==> src/common/lac_defs.svh <==
// Register offsets, field positions, reset values and timing counts
`ifndef LAC_DEFS_SVH
`define LAC_DEFS_SVH
`define LAC_OFS_OP_SETUP     8'h00
`define LAC_OFS_RANGE_SETUP  8'h01
`define LAC_OFS_LIGHT_LO     8'h04
`define LAC_OFS_LIGHT_HI     8'h05
`define LAC_OFS_TALLY_LO     8'h06
`define LAC_OFS_TALLY_HI     8'h07
`define LAC_SYNC_BIT         7
`define LAC_BIT_ENABLE       7
`define LAC_BIT_PWRDN        6
`define LAC_BIT_EXT_TIMING   5
`define LAC_DIODE_HI         3
`define LAC_DIODE_LO         2
`define LAC_WIDTH_HI         1
`define LAC_WIDTH_LO         0
`define LAC_RANGE_HI         3
`define LAC_RANGE_LO         2
`define LAC_RANGE_MASK       8'h0c
`define LAC_OP_RESET         8'h00
`define LAC_RANGE_RESET      8'h00
`define LAC_DIODE_LIGHT      2'h2
`define LAC_ADDR_UPPER       6'h22
`define LAC_CYC_W0           17'h10000
`define LAC_CYC_W1           17'h01000
`define LAC_CYC_W2           17'h00100
`define LAC_CYC_W3           17'h00010
`define LAC_RANGE_K0         18'h007d0
`define LAC_RANGE_K1         18'h01f40
`define LAC_RANGE_K2         18'h07d00
`define LAC_RANGE_K3         18'h1f400
`endif

==> src/common/lac_pkg.sv <==
// Types for the light converter control block
package lac_pkg;
  typedef enum logic [2:0] {
    LAC_IDLE   = 3'b001,
    LAC_ARRAY1 = 3'b010,
    LAC_ARRAY2 = 3'b100
  } lac_phase_t;

  typedef struct packed {
    logic [7:0] addr;
    logic [7:0] wdata;
    logic       wr;
  } lac_reg_req_t;

  typedef struct packed {
    logic [7:0]  op_setup;
    logic [7:0]  range_setup;
    logic [15:0] light;
    logic [15:0] tally;
    logic [15:0] run_tally;
    logic [16:0] int_cnt;
    logic        osc_half;
    lac_phase_t  phase;
    logic [15:0] acc;
    logic [7:0]  rdata;
    logic        sync1_a0;
    logic        sync2_a0;
    logic        dev_match;
  } lac_state_t;
endpackage : lac_pkg

==> src/lac_top.sv <==
// Control and result registers of the integrating light converter
`timescale 1ns/1ps
`include "lac_defs.svh"

module lac_top
  import lac_pkg::*;
(
  // Clock and reset
  input  wire logic         core_clk,
  input  wire logic         sys_rst,
  // Register port from the serial slave framing
  input  wire lac_reg_req_t reg_req,
  output logic [7:0]        reg_rdata,
  // Device address match
  input  wire logic         address_select_pin,
  input  wire logic [6:0]   slave_addr,
  output logic              addr_match,
  // Converter core
  input  wire logic         osc_tick,
  input  wire logic         light_sample,
  output logic              core_reset,
  output logic              power_down,
  output logic              osc_half_speed,
  output logic [17:0]       range_const
);

  lac_state_t st_r;
  lac_state_t st_nxt;

  logic [16:0] cyc_target;
  logic        conv_on;
  logic        run;
  logic        sync_wr;
  logic        tick;
  logic [15:0] acc_step;
  logic [15:0] signed_res;
  logic [1:0]  width_sel;

  // Field views of the setup registers, write strobes and next values of the counters
  logic [1:0]  diode_sel;
  logic [1:0]  range_sel;
  logic        wr_op;
  logic        wr_range;
  logic        int_done;
  logic [16:0] cnt_inc;
  logic [15:0] acc_inc;
  logic [15:0] tally_inc;
  logic [15:0] res_src;
  logic [7:0]  rd_nxt;

  assign width_sel = st_r.op_setup[`LAC_WIDTH_HI:`LAC_WIDTH_LO];
  assign diode_sel = st_r.op_setup[`LAC_DIODE_HI:`LAC_DIODE_LO];
  assign range_sel = st_r.range_setup[`LAC_RANGE_HI:`LAC_RANGE_LO];
  assign sync_wr   = reg_req.wr & reg_req.addr[`LAC_SYNC_BIT];
  // Sync writes carry an address byte that must not hit a register
  assign wr_op     = reg_req.wr & ~sync_wr &
    (reg_req.addr == `LAC_OFS_OP_SETUP);
  assign wr_range  = reg_req.wr & ~sync_wr &
    (reg_req.addr == `LAC_OFS_RANGE_SETUP);

  // Next values of the integration counters, one oscillator cycle on
  assign cnt_inc   = st_r.int_cnt + 17'h00001;
  assign acc_inc   = st_r.acc + acc_step;
  assign tally_inc = st_r.run_tally + 16'h0001;
  // Last cycle of an internally timed conversion
  assign int_done  = (cnt_inc >= cyc_target);
  // A tick in the closing cycle still belongs to this result
  assign res_src   = tick ? acc_inc : st_r.acc;

  // ranges 0 and 1 halve the oscillator
  assign osc_half_speed = st_r.osc_half;

  // core held in reset while enable clear
  assign core_reset = ~st_r.op_setup[`LAC_BIT_ENABLE];
  // power-down request straight to the core
  assign power_down = st_r.op_setup[`LAC_BIT_PWRDN];
  // only the light-count diode code converts
  assign conv_on = ~core_reset & ~power_down &
    (diode_sel == `LAC_DIODE_LIGHT);
  assign run  = conv_on & (st_r.phase != LAC_IDLE);
  assign tick = osc_tick & run;
  assign acc_step = light_sample ? 16'h0001 : 16'h0000;
  assign reg_rdata  = st_r.rdata;
  assign addr_match = st_r.dev_match;

  // cycles per conversion from width field
  always_comb
  begin
    case (width_sel)
      // The full count needs 17 bits so the compare never wraps
      2'h0:
      begin
        cyc_target = `LAC_CYC_W0;
      end
      2'h1:
      begin
        cyc_target = `LAC_CYC_W1;
      end
      2'h2:
      begin
        cyc_target = `LAC_CYC_W2;
      end
      default:
      begin
        cyc_target = `LAC_CYC_W3;
      end
    endcase
  end

  always_comb
  begin
    // Constant follows the stored step, not a pending write
    case (range_sel)
      2'h0:
      begin
        range_const = `LAC_RANGE_K0;
      end
      2'h1:
      begin
        range_const = `LAC_RANGE_K1;
      end
      2'h2:
      begin
        range_const = `LAC_RANGE_K2;
      end
      default:
      begin
        range_const = `LAC_RANGE_K3;
      end
    endcase
  end

  // clip the count to a signed n-1 bit result
  always_comb
  begin
    case (width_sel)
      // Overflow wraps rather than saturates
      2'h0:
      begin
        signed_res = {1'b0, res_src[14:0]};
      end
      2'h1:
      begin
        signed_res = {5'h00, res_src[10:0]};
      end
      2'h2:
      begin
        signed_res = {9'h000, res_src[6:0]};
      end
      default:
      begin
        signed_res = {13'h0000, res_src[2:0]};
      end
    endcase
  end

  always_comb
  begin
    st_nxt = st_r;
    st_nxt.osc_half = ~st_r.range_setup[`LAC_RANGE_HI];
    // Pin level passes two flops before use
    st_nxt.sync1_a0 = address_select_pin;
    st_nxt.sync2_a0 = st_r.sync1_a0;
    // fixed upper six bits plus pin level
    st_nxt.dev_match = (slave_addr == {`LAC_ADDR_UPPER, st_r.sync2_a0});

    if (wr_op)
    begin
      st_nxt.op_setup = reg_req.wdata;
    end
    // only the range step bits stored
    if (wr_range)
    begin
      st_nxt.range_setup = reg_req.wdata & `LAC_RANGE_MASK;
    end
    // result offsets have no write path

    // internal timing counts a fixed number of cycles
    if (!st_r.op_setup[`LAC_BIT_EXT_TIMING])
    begin
      st_nxt.phase = conv_on ? LAC_ARRAY1 : LAC_IDLE;
      if (tick)
      begin
        st_nxt.int_cnt = cnt_inc;
        st_nxt.acc = acc_inc;
        st_nxt.run_tally = tally_inc;
        if (int_done)
        begin
          st_nxt.light = signed_res;
          st_nxt.tally = tally_inc;
          st_nxt.int_cnt = 17'h00000;
          st_nxt.acc = 16'h0000;
          st_nxt.run_tally = 16'h0000;
        end
      end
    end
    else
    begin
      if (tick)
      begin
        st_nxt.acc = acc_inc;
        st_nxt.run_tally = tally_inc;
      end
      // sync write in array 2 ends and restarts integration; in idle it starts one, in array 1 it only switches array
      // host delimits with three sync writes
      if (sync_wr && conv_on)
      begin
        case (st_r.phase)
          LAC_IDLE:
          begin
            st_nxt.phase = LAC_ARRAY1;
            st_nxt.acc = 16'h0000;
            st_nxt.run_tally = 16'h0000;
          end
          LAC_ARRAY1:
          begin
            st_nxt.phase = LAC_ARRAY2;
          end
          LAC_ARRAY2:
          begin
            st_nxt.phase = LAC_ARRAY1;
            st_nxt.light = signed_res;
            // tally paired with this count
            // A tick in the closing cycle is counted here too
            st_nxt.tally = tick ? tally_inc : st_r.run_tally;
            st_nxt.acc = 16'h0000;
            st_nxt.run_tally = 16'h0000;
          end
          default:
          begin
            st_nxt.phase = LAC_IDLE;
          end
        endcase
      end
      else if (!conv_on)
      begin
        // Leaving light mode forgets the array sequence
        st_nxt.phase = LAC_IDLE;
      end
    end

    // held core drops its partial integration
    if (core_reset)
    begin
      st_nxt.int_cnt = 17'h00000;
      st_nxt.acc = 16'h0000;
      st_nxt.run_tally = 16'h0000;
    end

    st_nxt.rdata = rd_nxt;
  end

  // Read data is registered, so it answers the address of the last cycle
  always_comb
  begin
    case (reg_req.addr)
      `LAC_OFS_OP_SETUP:
      begin
        rd_nxt = st_r.op_setup;
      end
      `LAC_OFS_RANGE_SETUP:
      begin
        rd_nxt = st_r.range_setup;
      end
      `LAC_OFS_LIGHT_LO:
      begin
        rd_nxt = st_r.light[7:0];
      end
      `LAC_OFS_LIGHT_HI:
      begin
        rd_nxt = st_r.light[15:8];
      end
      `LAC_OFS_TALLY_LO:
      begin
        rd_nxt = st_r.tally[7:0];
      end
      `LAC_OFS_TALLY_HI:
      begin
        rd_nxt = st_r.tally[15:8];
      end
      // Unmapped and write-only offsets read back as zero
      default:
      begin
        rd_nxt = 8'h00;
      end
    endcase
  end

  always_ff @(posedge core_clk or posedge sys_rst)
  begin
    if (sys_rst)
    begin
      st_r.op_setup    <= `LAC_OP_RESET;
      st_r.range_setup <= `LAC_RANGE_RESET;
      st_r.light       <= 16'h0000;
      st_r.tally       <= 16'h0000;
      st_r.run_tally   <= 16'h0000;
      st_r.int_cnt     <= 17'h00000;
      st_r.osc_half    <= 1'b1;
      st_r.phase       <= LAC_IDLE;
      st_r.acc         <= 16'h0000;
      st_r.rdata       <= 8'h00;
      st_r.sync1_a0    <= 1'b0;
      st_r.sync2_a0    <= 1'b0;
      st_r.dev_match   <= 1'b0;
    end
    else
      st_r <= st_nxt;
  end

endmodule : lac_top

==> config.mk <==
export PLATFORM = sky130hd
export DESIGN_NAME = lac_top
export DESIGN_NICKNAME = d
export VERILOG_FILES = /design/src/common/lac_pkg.sv /design/src/lac_top.sv
export VERILOG_INCLUDE_DIRS = /design/src /design/src/common
export SDC_FILE = /design/constraint.sdc
export NUM_CORES = 1
export LEC_CHECK = 0
export BUFFER_PORTS_ARGS = -buffer_cell sky130_fd_sc_hd__buf_2
export CORE_MARGIN = 4
export CORE_UTILIZATION = 45
export DETAILED_ROUTE_END_ITERATION = 7
export GPL_ROUTABILITY_DRIVEN = 0
export PLACE_DENSITY = 0.62
export SYNTH_ARGS = -nofsm -noshare
export SYNTH_HDL_FRONTEND = slang
export SYNTH_SLANG_ARGS = --single-unit
export TNS_END_PERCENT = 10
==> constraint.sdc <==
create_clock -name core_clk -period 4.8 [get_ports core_clk]
set_input_delay 1.44 -clock core_clk [delete_from_list [all_inputs] [get_ports core_clk]]
set_output_delay 1.44 -clock core_clk [all_outputs]
set_load 0.1 [all_outputs]
==> results of run 1 <==
==> critical path, stage by stage, from the launching register on <==
cell     delay [ns]
dfrtp_1        0.49
ha_1           0.34
and3_1         0.35
nand2_1        0.13
nor2_1         0.19
nand2_1        0.09
xnor2_1        0.17
ha_1           0.22
nor4_2         0.24
nand4_1        0.18
a211o_4        0.41
a31oi_4        0.65
buf_4          0.32
nand2_1        0.08
o31ai_1        0.06
==> path summary, 6_finish.rpt <==
kind / from / end / cells past startpoint
max in group asynchronous: sys_rst / st_r[22] / 3
setup / recovery: st_r[31] / st_r[85] / 14
setup reg to reg: st_r[31] / st_r[85] / 14
min in group asynchronous: sys_rst / reg_rdata[5] / 2
hold reg to reg: st_nxt[1] / st_r[1] / 0
hold / removal: st_nxt[1] / st_r[1] / 0
==> cell type report <==
class                           instances  area share [%]
Clock inverter                          6           0.680
Timing Repair Buffer                   60            4.87
Inverter                               13           0.774
Sequential cell                       104            39.3
Multi-Input combinational cell        495            47.6
Tap cell                              176            3.32
Clock buffer                            9            3.40
==> per-stage QoR <==
step                      utilization [%]  power, mW  setup slack, ns  hold WS, ns
final                                49.8       1.72            0.755        0.355
after detailed placement             47.8       1.05            0.802        0.343
after global routing                 49.8       1.79            0.470        0.372
after global placement               47.8       1.05             1.02        0.334
after floorplan                         -       1.02            0.432        0.331
after CTS                            49.8       1.75            0.767        0.360
==> layer usage <==
metal  GRT usage (%)  share of wire [%]  vias to the layer above  wire [um]
met5               0                  0                        -          0
met1            29.1                 49                     2348       7070
li1                -                  -                     2419          -
met3            3.17                6.0                       10        868
met4            5.03                1.0                        0        147
met2            27.3                 44                      150       6280
==> sequential cells by signal, summed over array words and instances, names as in the netlist <==
name / cells
power_down: 1
reg_rdata: 8
range_sel: 2
diode_sel: 2
addr_match: 1
st_nxt: 1
osc_half_speed: 1
st_r: 88
==> report_power, final <==
| part | total [mW] | internal [mW] | switching [mW] |
|---|---|---|---|
| clock | 0.690 | 0.353 | 0.338 |
| sequential | 0.885 | 0.880 | 0.00475 |
| combinational | 0.147 | 0.0281 | 0.118 |
| total | 1.72 | 1.26 | 0.461 |
==> logic make-up (layout without fill, tap and decap cells) <==
group	Yosys count	after routing	synth area share (%)
other	2	7	0.123
multiplexers	23	23	4.34
AO/OA/AOI/OAI	166	166	19.5
XOR/XNOR	21	21	3.01
flip-flops	104	104	42.6
adder cells (fa/ha/maj)	14	14	2.86
buffers and inverters	69	88	6.14
AND/OR/NAND/NOR	264	264	21.4
==> placed cells by master, fill, tap and decap left out, drive strengths merged, types with 3 or more instances in the layout <==
master / n
nor2: 38
a31oi: 8
a22o: 4
buf: 60
nand3: 21
nor3: 9
a21o: 4
nand2b: 11
mux2i: 13
o31ai: 20
dfrtp: 102
conb: 7
xnor2: 6
nand4: 12
o211ai: 4
clkbuf: 9
mux2: 8
nor3b: 3
clkinv: 3
a32o: 20
and3: 17
or2: 6
o21a: 6
inv: 14
nor2b: 15
ha: 14
o41ai: 3
a211oi: 3
xor2: 15
a22oi: 12
a21oi: 16
a31o: 4
nand2: 111
o21ai: 49
nor4: 10
==> out/results.tsv, run 1 <==
stage	metric	value	unit
status	status	finished clean	
clocking	clk_pin_slew	0.07	ns
global_routing	grt-ovfl-total	0	
setup_path	worst_ep_arrival_time	4.30	ns
setup_path	cp.required	5.05	ns
pwr	powerDensity	260	nW/um^2
timing	worst_pin_slew	1.14	ns
synthesis	synth_edf_count	0	
synthesis	yosysMostFrequentCell	nand2_1	
clocking	cts.repair.resized	0	
finish	area_growth	8.30	%
synthesis	syn_inst	663	
finish	regArea	2610	sq um
synthesis	netlist_area	6120	sq um
clocking	cts_tree	yes	
detailed_routing	routedWlPerCell	16.6	um
timing	min_period	4.04	ns
timing	clock_skew	0.0118	ns
setup_path	regToRegSetupSlack	0.76	ns
setup_path	end_kind	register	
finish	stdcell_area	6630	sq um
global_routing	antenna_found_initial	0	
detailed_routing	drt_first_pass_iters	5	
synthesis	synth_area_leaders	dfrtp_1 42%, nand2_1 6.8%, o21ai_0 3.9%	
timing	fmax	0.247	GHz
placed_design	place_hpwl	10.4	mm
clocking	insertion_delay	0.35	ns
detailed_routing	routed_wl	14.4	mm
timing	finalCritPeriodShare	84.3	%
worst_hold_path	hold_class	reg2reg	
finish	antenna_cells	0	
clocking	cts_made_buffers	9	
timing	setup_tns	0	ns
placed_design	dpl-instance-area	6350	sq um
finish	multi_input_area	3160	sq um
synthesis	synth_top_area_share	41.7	%
setup_path	cp_max_fo	31	
synthesis	synth_seq_cells	104	
pwr	ir_drop	0.155	mV
detailed_routing	drc	0	
synthesis	ys.flop_type	dfrtp_1	
finish	drive_gt1_share	16.0	%
synthesis	synth_area_per_cell	9.23	sq um
die	rows	42	
die	num_io_pins	59	
die	start_util	46.0	%
die	core-area	13300	sq um
timing	slew_violations	0	
timing	hold_violations	0	
finish	final_cells	863	
synthesis	yosys-top-cells-count	111 x nand2_1, 102 x dfrtp_1, 48 x o21ai_0	
global_routing	track_usage	18.8	%
clocking	cts_max_path_buffers	2	
die	die_w	125	um
global_routing	grt_max_degree	62	
synthesis	async_flop_share	100	%
flow_run	drv_cap	0	
clocking	clockRootBuffer	clkbuf_16	
setup_path	crit_type	reg2reg	
synthesis	ys_types	70	
placed_design	io_buffers	51	
finish	nets	726	
synthesis	ys_seq_area_share	42.6	%
pwr	p_leak	2.89	nW
die	die_area	15500	sq um
detailed_routing	ant_nets	0	
setup_path	cp-start-kind	register	
timing	rsz0062_at_grt	false	
clocking	post-cts-setup-buffers	0	
clocking	cts.sinks	104	
clocking	h-tree-depth	3	
detailed_routing	post_drt_via_cell_ratio	5.71	
detailed_routing	drtIter0Drc	426	
synthesis	synth_top_area_cell	dfrtp_1	
clocking	hold_buffers	0	
die	die_h	125	um
global_routing	grt_pass1_wl	24.2	mm
detailed_routing	vias	4927	
timing	slew-limit-headroom	23.7	%
placed_design	place_inst	848	
synthesis	synth_warnings	0	
global_routing	grt_pass1_vias	4557	
finish	fillers	1245	
timing	setup-violations-final	0	
Note: power is estimated with default switching activity, not from simulation.
==> inputs of run 2 (changes only) <==
==> constraint.sdc (replaced) <==
create_clock -name core_clk -period 4 [get_ports core_clk]
set_input_delay 1.2 -clock core_clk [delete_from_list [all_inputs] [get_ports core_clk]]
set_output_delay 1.2 -clock core_clk [all_outputs]
set_load 0.1 [all_outputs]
==> run 2 against run 1 <==
Net effect: sequential share of layout area fell by 0.19 points; clock power rose by 21%; die area did not move; non-clock buffer count fell by 1; flip-flop and latch count did not move; critical endpoint is now st_r[76]; highest routed layer unchanged.
==> out/results.tsv, run 2 (same netlist as run 1, synthesis figures left out) <==
stage	metric	value	unit
status	status	finished clean	
timing	slew_violations	0	
finish	largest_reg_flops	88	
timing	min_period	3.68	ns
finish	final_common_cell	nand2_1	
pwr	power.net_switching	0.562	mW
worst_hold_path	hold_class	reg2reg	
setup_path	worstPathBufferInverterCount	0	
clocking	cts_made_buffers	9	
placed_design	io_buffers	51	
placed_design	place_hpwl	10.5	mm
setup_path	end_kind	register	
finish	nets	725	
setup_path	cp-start-kind	register	
clocking	h-tree-depth	3	
clocking	cts_tree	yes	
setup_path	cp_max_fo	14	
global_routing	grt_pass1_vias	4541	
timing	setup_tns	0	ns
setup_path	crit_type	reg2reg	
pwr	swShare	27.1	%
global_routing	antenna_found_initial	0	
detailed_routing	ant_nets	0	
detailed_routing	drt_first_pass_iters	5	
die	start_util	46.0	%
timing	setup-violations-final	0	
setup_path	crit_path_frequent_cell	nand2_1	
setup_path	path_cells	ha_2 -> and3_1 -> nand2_1 -> nor2_1 -> nand2_1 -> xnor2_1 -> ha_1 -> nor4_2 -> nand4_1 -> a211o_4 -> a21o_2 -> a221oi_1 -> a21oi_1	
global_routing	grt_max_degree	61	
pwr	p_leak	2.90	nW
finish	area_growth	8.84	%
finish	drive_gt1_share	16.3	%
flow_run	drv_cap	0	
pwr	power_frac_seq	51.1	%
detailed_routing	vias	5019	
setup_path	cp.required	4.22	ns
detailed_routing	drc	0	
pwr	comb_power_share	8.5	%
pwr	powerDensity	312	nW/um^2
setup_path	cp_top_family	compound AO/OA/AOI/OAI gates	
timing	finalCritPeriodShare	91.9	%
die	core-area	13300	sq um
detailed_routing	routed_wl	14.7	mm
clocking	cts.sinks	104	
global_routing	track_usage	18.9	%
clocking	clk_pin_slew	0.07	ns
die	rows	42	
placed_design	place_ws	0.345	ns
setup_path	worst_ep_arrival_time	3.90	ns
finish	final_cell_mix	111 x nand2_1, 102 x dfrtp_1, 51 x buf_2	
finish	regMostFlops	st_r	
die	num_io_pins	59	
detailed_routing	post_drt_via_cell_ratio	5.82	
die	die_w	125	um
clocking	cts_max_path_buffers	2	
die	die_area	15500	sq um
timing	clock_skew	0.00836	ns
clocking	post-cts-setup-buffers	0	
timing	rsz0062_at_grt	false	
detailed_routing	drtIter0Drc	546	
clocking	clockRootBuffer	clkbuf_16	
setup_path	slowest_delay	0.49	ns
die	die_h	125	um
setup_path	cp_slowest_cell	dfrtp_1	
timing	fmax	0.272	GHz
global_routing	grt_pass1_wl	24.3	mm
pwr	ir_drop	0.220	mV
clocking	insertion_delay	0.35	ns
pwr	p_int	1.51	mW
finish	antenna_cells	0	
global_routing	grt-ovfl-total	0	
pwr	p_clk_share	40.4	%
timing	worst_pin_slew	0.841	ns
timing	slew-limit-headroom	43.9	%
detailed_routing	routedWlPerCell	17.0	um
timing	fin_ws	0.324	ns
timing	hold_violations	0	
-- run 2: cell count changes in the layout (fill, tap and decap cells not counted) --
cell        change
inv_6           -1
buf_4           -3
o21ai_4         +1
ha_2            +1
nor2_1          -1
o21ai_2         -1
nor2_2          +1
clkinv_2        +2
clkinv_4        +1
ha_1            -1
buf_12          +2
clkinvlp_4      -1
-- run 2: stage by stage --
step	util (%)	power, mW	instance area (sq um)	hold WS (ns)	instances
2_1_floorplan	-	1.23	6140	0.331	668
3_3_place_gp	47.9	1.26	6370	0.332	847
3_5_place_dp	47.9	1.26	6370	0.340	847
4_1_cts	50.0	2.09	6650	0.357	863
5_1_grt	50.1	2.15	6660	0.371	863
6_report	50.1	2.08	6660	0.354	863
-- run 2: path summary, 6_finish.rpt --
check,start,endpoint,slack [ns],depth (start not counted)
worst max-delay path,st_r[31],st_r[76],0.32,13
worst min-delay path,st_nxt[1],st_r[1],0.35,0
worst max register to register,st_r[31],st_r[76],0.32,13
worst min register to register,st_nxt[1],st_r[1],0.35,0
max in group asynchronous,sys_rst,osc_half_speed,2.27,3
min in group asynchronous,sys_rst,addr_match,0.97,2
-- run 2: area by class of cell --
cell class	count	area [sq um]
Clock inverter	7	47.5
Multi-Input combinational cell	495	3170
Fill cell	1258	6640
Sequential cell	104	2610
Clock buffer	9	225
Inverter	13	51.3
Tap cell	176	220
Timing Repair Buffer	59	340
-- run 2: worst register-to-register path, cell delays in order, from the launching register on --
cell and delay, ns:
dfrtp_1 0.49, ha_2 0.30, and3_1 0.31, nand2_1 0.14, nor2_1 0.19, nand2_1 0.09
xnor2_1 0.16, ha_1 0.22, nor4_2 0.25, nand4_1 0.17, a211o_4 0.41, a21o_2 0.33
a221oi_1 0.41, a21oi_1 0.07
-- run 2: what timing repair did --
| action | in CTS | in global routing |
|---|---|---|
| endpoints found under the setup margin | 0 | 25 |
| resized for setup | 0 | 2 |
| hold buffers | 0 | 0 |
-- run 2: power groups by stage --
stage	combinational, mW	sequential (mW)	clock (mW)
after floorplan	0.142	1.09	0
after global placement	0.178	1.08	0
after global routing	0.189	1.06	0.900
after detailed placement	0.179	1.08	0
final	0.177	1.06	0.838
after CTS	0.179	1.06	0.846
-- run 2: metal layers --
| layer | up-vias | track usage [%] | wire length [um] | share of wire [%] |
|---|---|---|---|---|
| met5 | - | 0 | 0 | 0 |
| met4 | 0 | 5.80 | 226 | 1.5 |
| met3 | 17 | 3.09 | 823 | 5.6 |
| met2 | 163 | 27.0 | 6290 | 43 |
| met1 | 2425 | 29.2 | 7340 | 50 |
| li1 | 2414 | - | - | - |
==> inputs of run 3 (changes only) <==
--- a/config.mk
+++ b/config.mk
@@ -11,6 +11,7 @@
 export CORE_UTILIZATION = 45
 export DETAILED_ROUTE_END_ITERATION = 7
 export GPL_ROUTABILITY_DRIVEN = 0
+export GPL_TIMING_DRIVEN = 0
 export PLACE_DENSITY = 0.62
 export SYNTH_ARGS = -nofsm -noshare
 export SYNTH_HDL_FRONTEND = slang
==> run 3 against run 2 <==
Net effect: count of clock-buffer cells in the layout is 1 higher; sequential share of layout area is 1.7 points lower; sequential power hardly changed; non-clock buffer count is 46 higher; via count is 3.1% higher; critical path depth is 1 higher; clock power is 14% higher; wire length is 5.2% higher; global-route usage is 1.1 points higher; critical path type unchanged.
==> out/results.tsv, run 3 (same netlist as run 1, synthesis figures left out) <==
stage	metric	value	unit
clocking	h-tree-depth	3	
worst_hold_path	hold_end	st_r[1]	
timing	slew-limit-headroom	29.5	%
timing	fmax	0.269	GHz
setup_path	reg2reg_from	st_r[32]	
finish	drive_gt1_share	19.1	%
setup_path	end_kind	register	
finish	fin_util	52.3	%
die	rows	42	
pwr	ir_drop	0.190	mV
clocking	insertion_delay	0.35	ns
worst_hold_path	hold_class	reg2reg	
die	core-area	13300	sq um
clocking	clockRootBuffer	clkbuf_16	
placed_design	io_buffers	49	
global_routing	track_usage	20.0	%
flow_run	drv_cap	0	
detailed_routing	drtIter0Drc	342	
finish	final_cell_mix	111 x nand2_1, 101 x dfrtp_1, 60 x buf_2	
setup_path	r2r-end	st_r[72]	
die	start_util	46.0	%
clocking	cts_made_buffers	9	
finish	antenna_cells	0	
status	status	finished clean	
worst_hold_path	min_from	st_nxt[1]	
detailed_routing	post_drt_via_cell_ratio	5.69	
timing	min_period	3.71	ns
clocking	hold_buffers	0	
pwr	powerDensity	317	nW/um^2
clocking	cts.sinks	104	
setup_path	worst_ep_arrival_time	3.93	ns
setup_path	cp.required	4.21	ns
detailed_routing	routedWlPerCell	17.0	um
placed_design	place_hpwl	11.3	mm
timing	hold_slack	0.350	ns
die	num_io_pins	59	
finish	final_common_cell	nand2_1	
detailed_routing	vias	5175	
setup_path	crit_type	reg2reg	
global_routing	grt-ovfl-total	0	
global_routing	antenna_found_initial	0	
timing	hold_violations	0	
global_routing	grt_pass1_wl	25.5	mm
die	die_area	15500	sq um
finish	regMostFlops	st_r	
finish	area_growth	13.7	%
timing	slew_violations	0	
finish	nets	771	
setup_path	regToRegSetupSlack	0.29	ns
placed_design	dpl-instance-area	6630	sq um
setup_path	cp_max_fo	10	
finish	fillers	1210	
detailed_routing	ant_nets	0	
detailed_routing	routed_wl	15.5	mm
pwr	p_leak	3.07	nW
clocking	cts_max_path_buffers	2	
detailed_routing	drt_first_pass_iters	5	
timing	setup-violations-final	0	
global_routing	grt_pass1_vias	4942	
detailed_routing	drc	0	
clocking	clk_pin_slew	0.07	ns
placed_design	place_inst	894	
timing	rsz0062_at_grt	false	
global_routing	grt_max_degree	54	
timing	finalCritPeriodShare	92.9	%
setup_path	cp-start-kind	register	
die	die_h	125	um
finish	largest_reg_flops	88	
finish	stdcell_area	6950	sq um
die	die_w	125	um
timing	clock_skew	0.00897	ns
timing	worst_pin_slew	1.05	ns
finish	final_cells	909	
clocking	cts_tree	yes	
setup_path	reg2reg_depth	14	
worst_hold_path	whs_path_depth	0	
[run 3: cell types whose count changed in the layout (fill, tap and decap cells not counted), moves of 2 or more]
cell	before	now
buf_1	0	2
buf_12	2	0
buf_2	51	60
buf_4	6	21
buf_6	0	3
bufinv_16	0	2
clkbuf_1	0	18
clkinv_2	4	1
inv_6	0	2
[run 3: per-layer routing]
metal / GRT usage (%) / vias to the layer above / wire length, um
li1: - / 2503 / -
met1: 29.7 / 2492 / 7500
met2: 29.1 / 162 / 6700
met3: 4.37 / 18 / 996
met4: 6.51 / 0 / 257
met5: 0 / - / 0
[run 3: worst max-delay path by stage]
stage | from | end | slack [ns] | cells after the start
CTS | st_r[31] | st_r[72] | 0.04 | 15
detailed placement | st_r[31] | st_r[72] | 0.08 | 15
global route | st_r[32] | st_r[72] | 0.05 | 14
finish | st_r[32] | st_r[72] | 0.29 | 14
floorplan | sys_rst | addr_match | 0.07 | 1
global placement | sys_rst | st_r[44] | -1.22 | 2
[run 3: critical path: stages (launching register included)]
cell and delay, ns:
dfrtp_1 0.48, ha_2 0.30, and3_2 0.28, nand2_1 0.11, nor2_1 0.19, nand2_1 0.09, xnor2_1 0.16, ha_1 0.22
nor4_2 0.24, nand4_1 0.16, a211o_4 0.41, a21o_2 0.27, buf_2 0.20, a22oi_1 0.32, o21ai_0 0.14
[run 3: per-stage QoR]
stage | TNS (ns) | setup slack [ns] | total power, mW
2_1_floorplan | 0 | 0.0711 | 1.23
3_3_place_gp | -124.31 | -1.22 | 1.27
3_5_place_dp | 0 | 0.0789 | 1.27
4_1_cts | 0 | 0.0418 | 2.22
5_1_grt | 0 | 0.0530 | 2.28
6_report | 0 | 0.285 | 2.20
[run 3: power by group]
group          internal (mW)  switching [mW]
clock                  0.552           0.400
combinational         0.0433           0.145
sequential              1.06         0.00476
[run 3: final cells by class]
type / instances / area, sq um / share of cell area (%)
Sequential cell: 104 / 2610 / 37.5
Clock inverter: 6 / 90.1 / 1.30
Multi-Input combinational cell: 495 / 3160 / 45.5
Clock buffer: 10 / 229 / 3.29
Timing Repair Buffer: 50 / 273 / 3.92
Buffer: 55 / 323 / 4.64
Tap cell: 176 / 220 / 3.17
Inverter: 13 / 51.3 / 0.738
[run 3: repair_timing]
item / in CTS / in global routing
endpoints found under the setup margin: 0 / 62
resized for setup: 0 / 3
setup buffers: 0 / 0
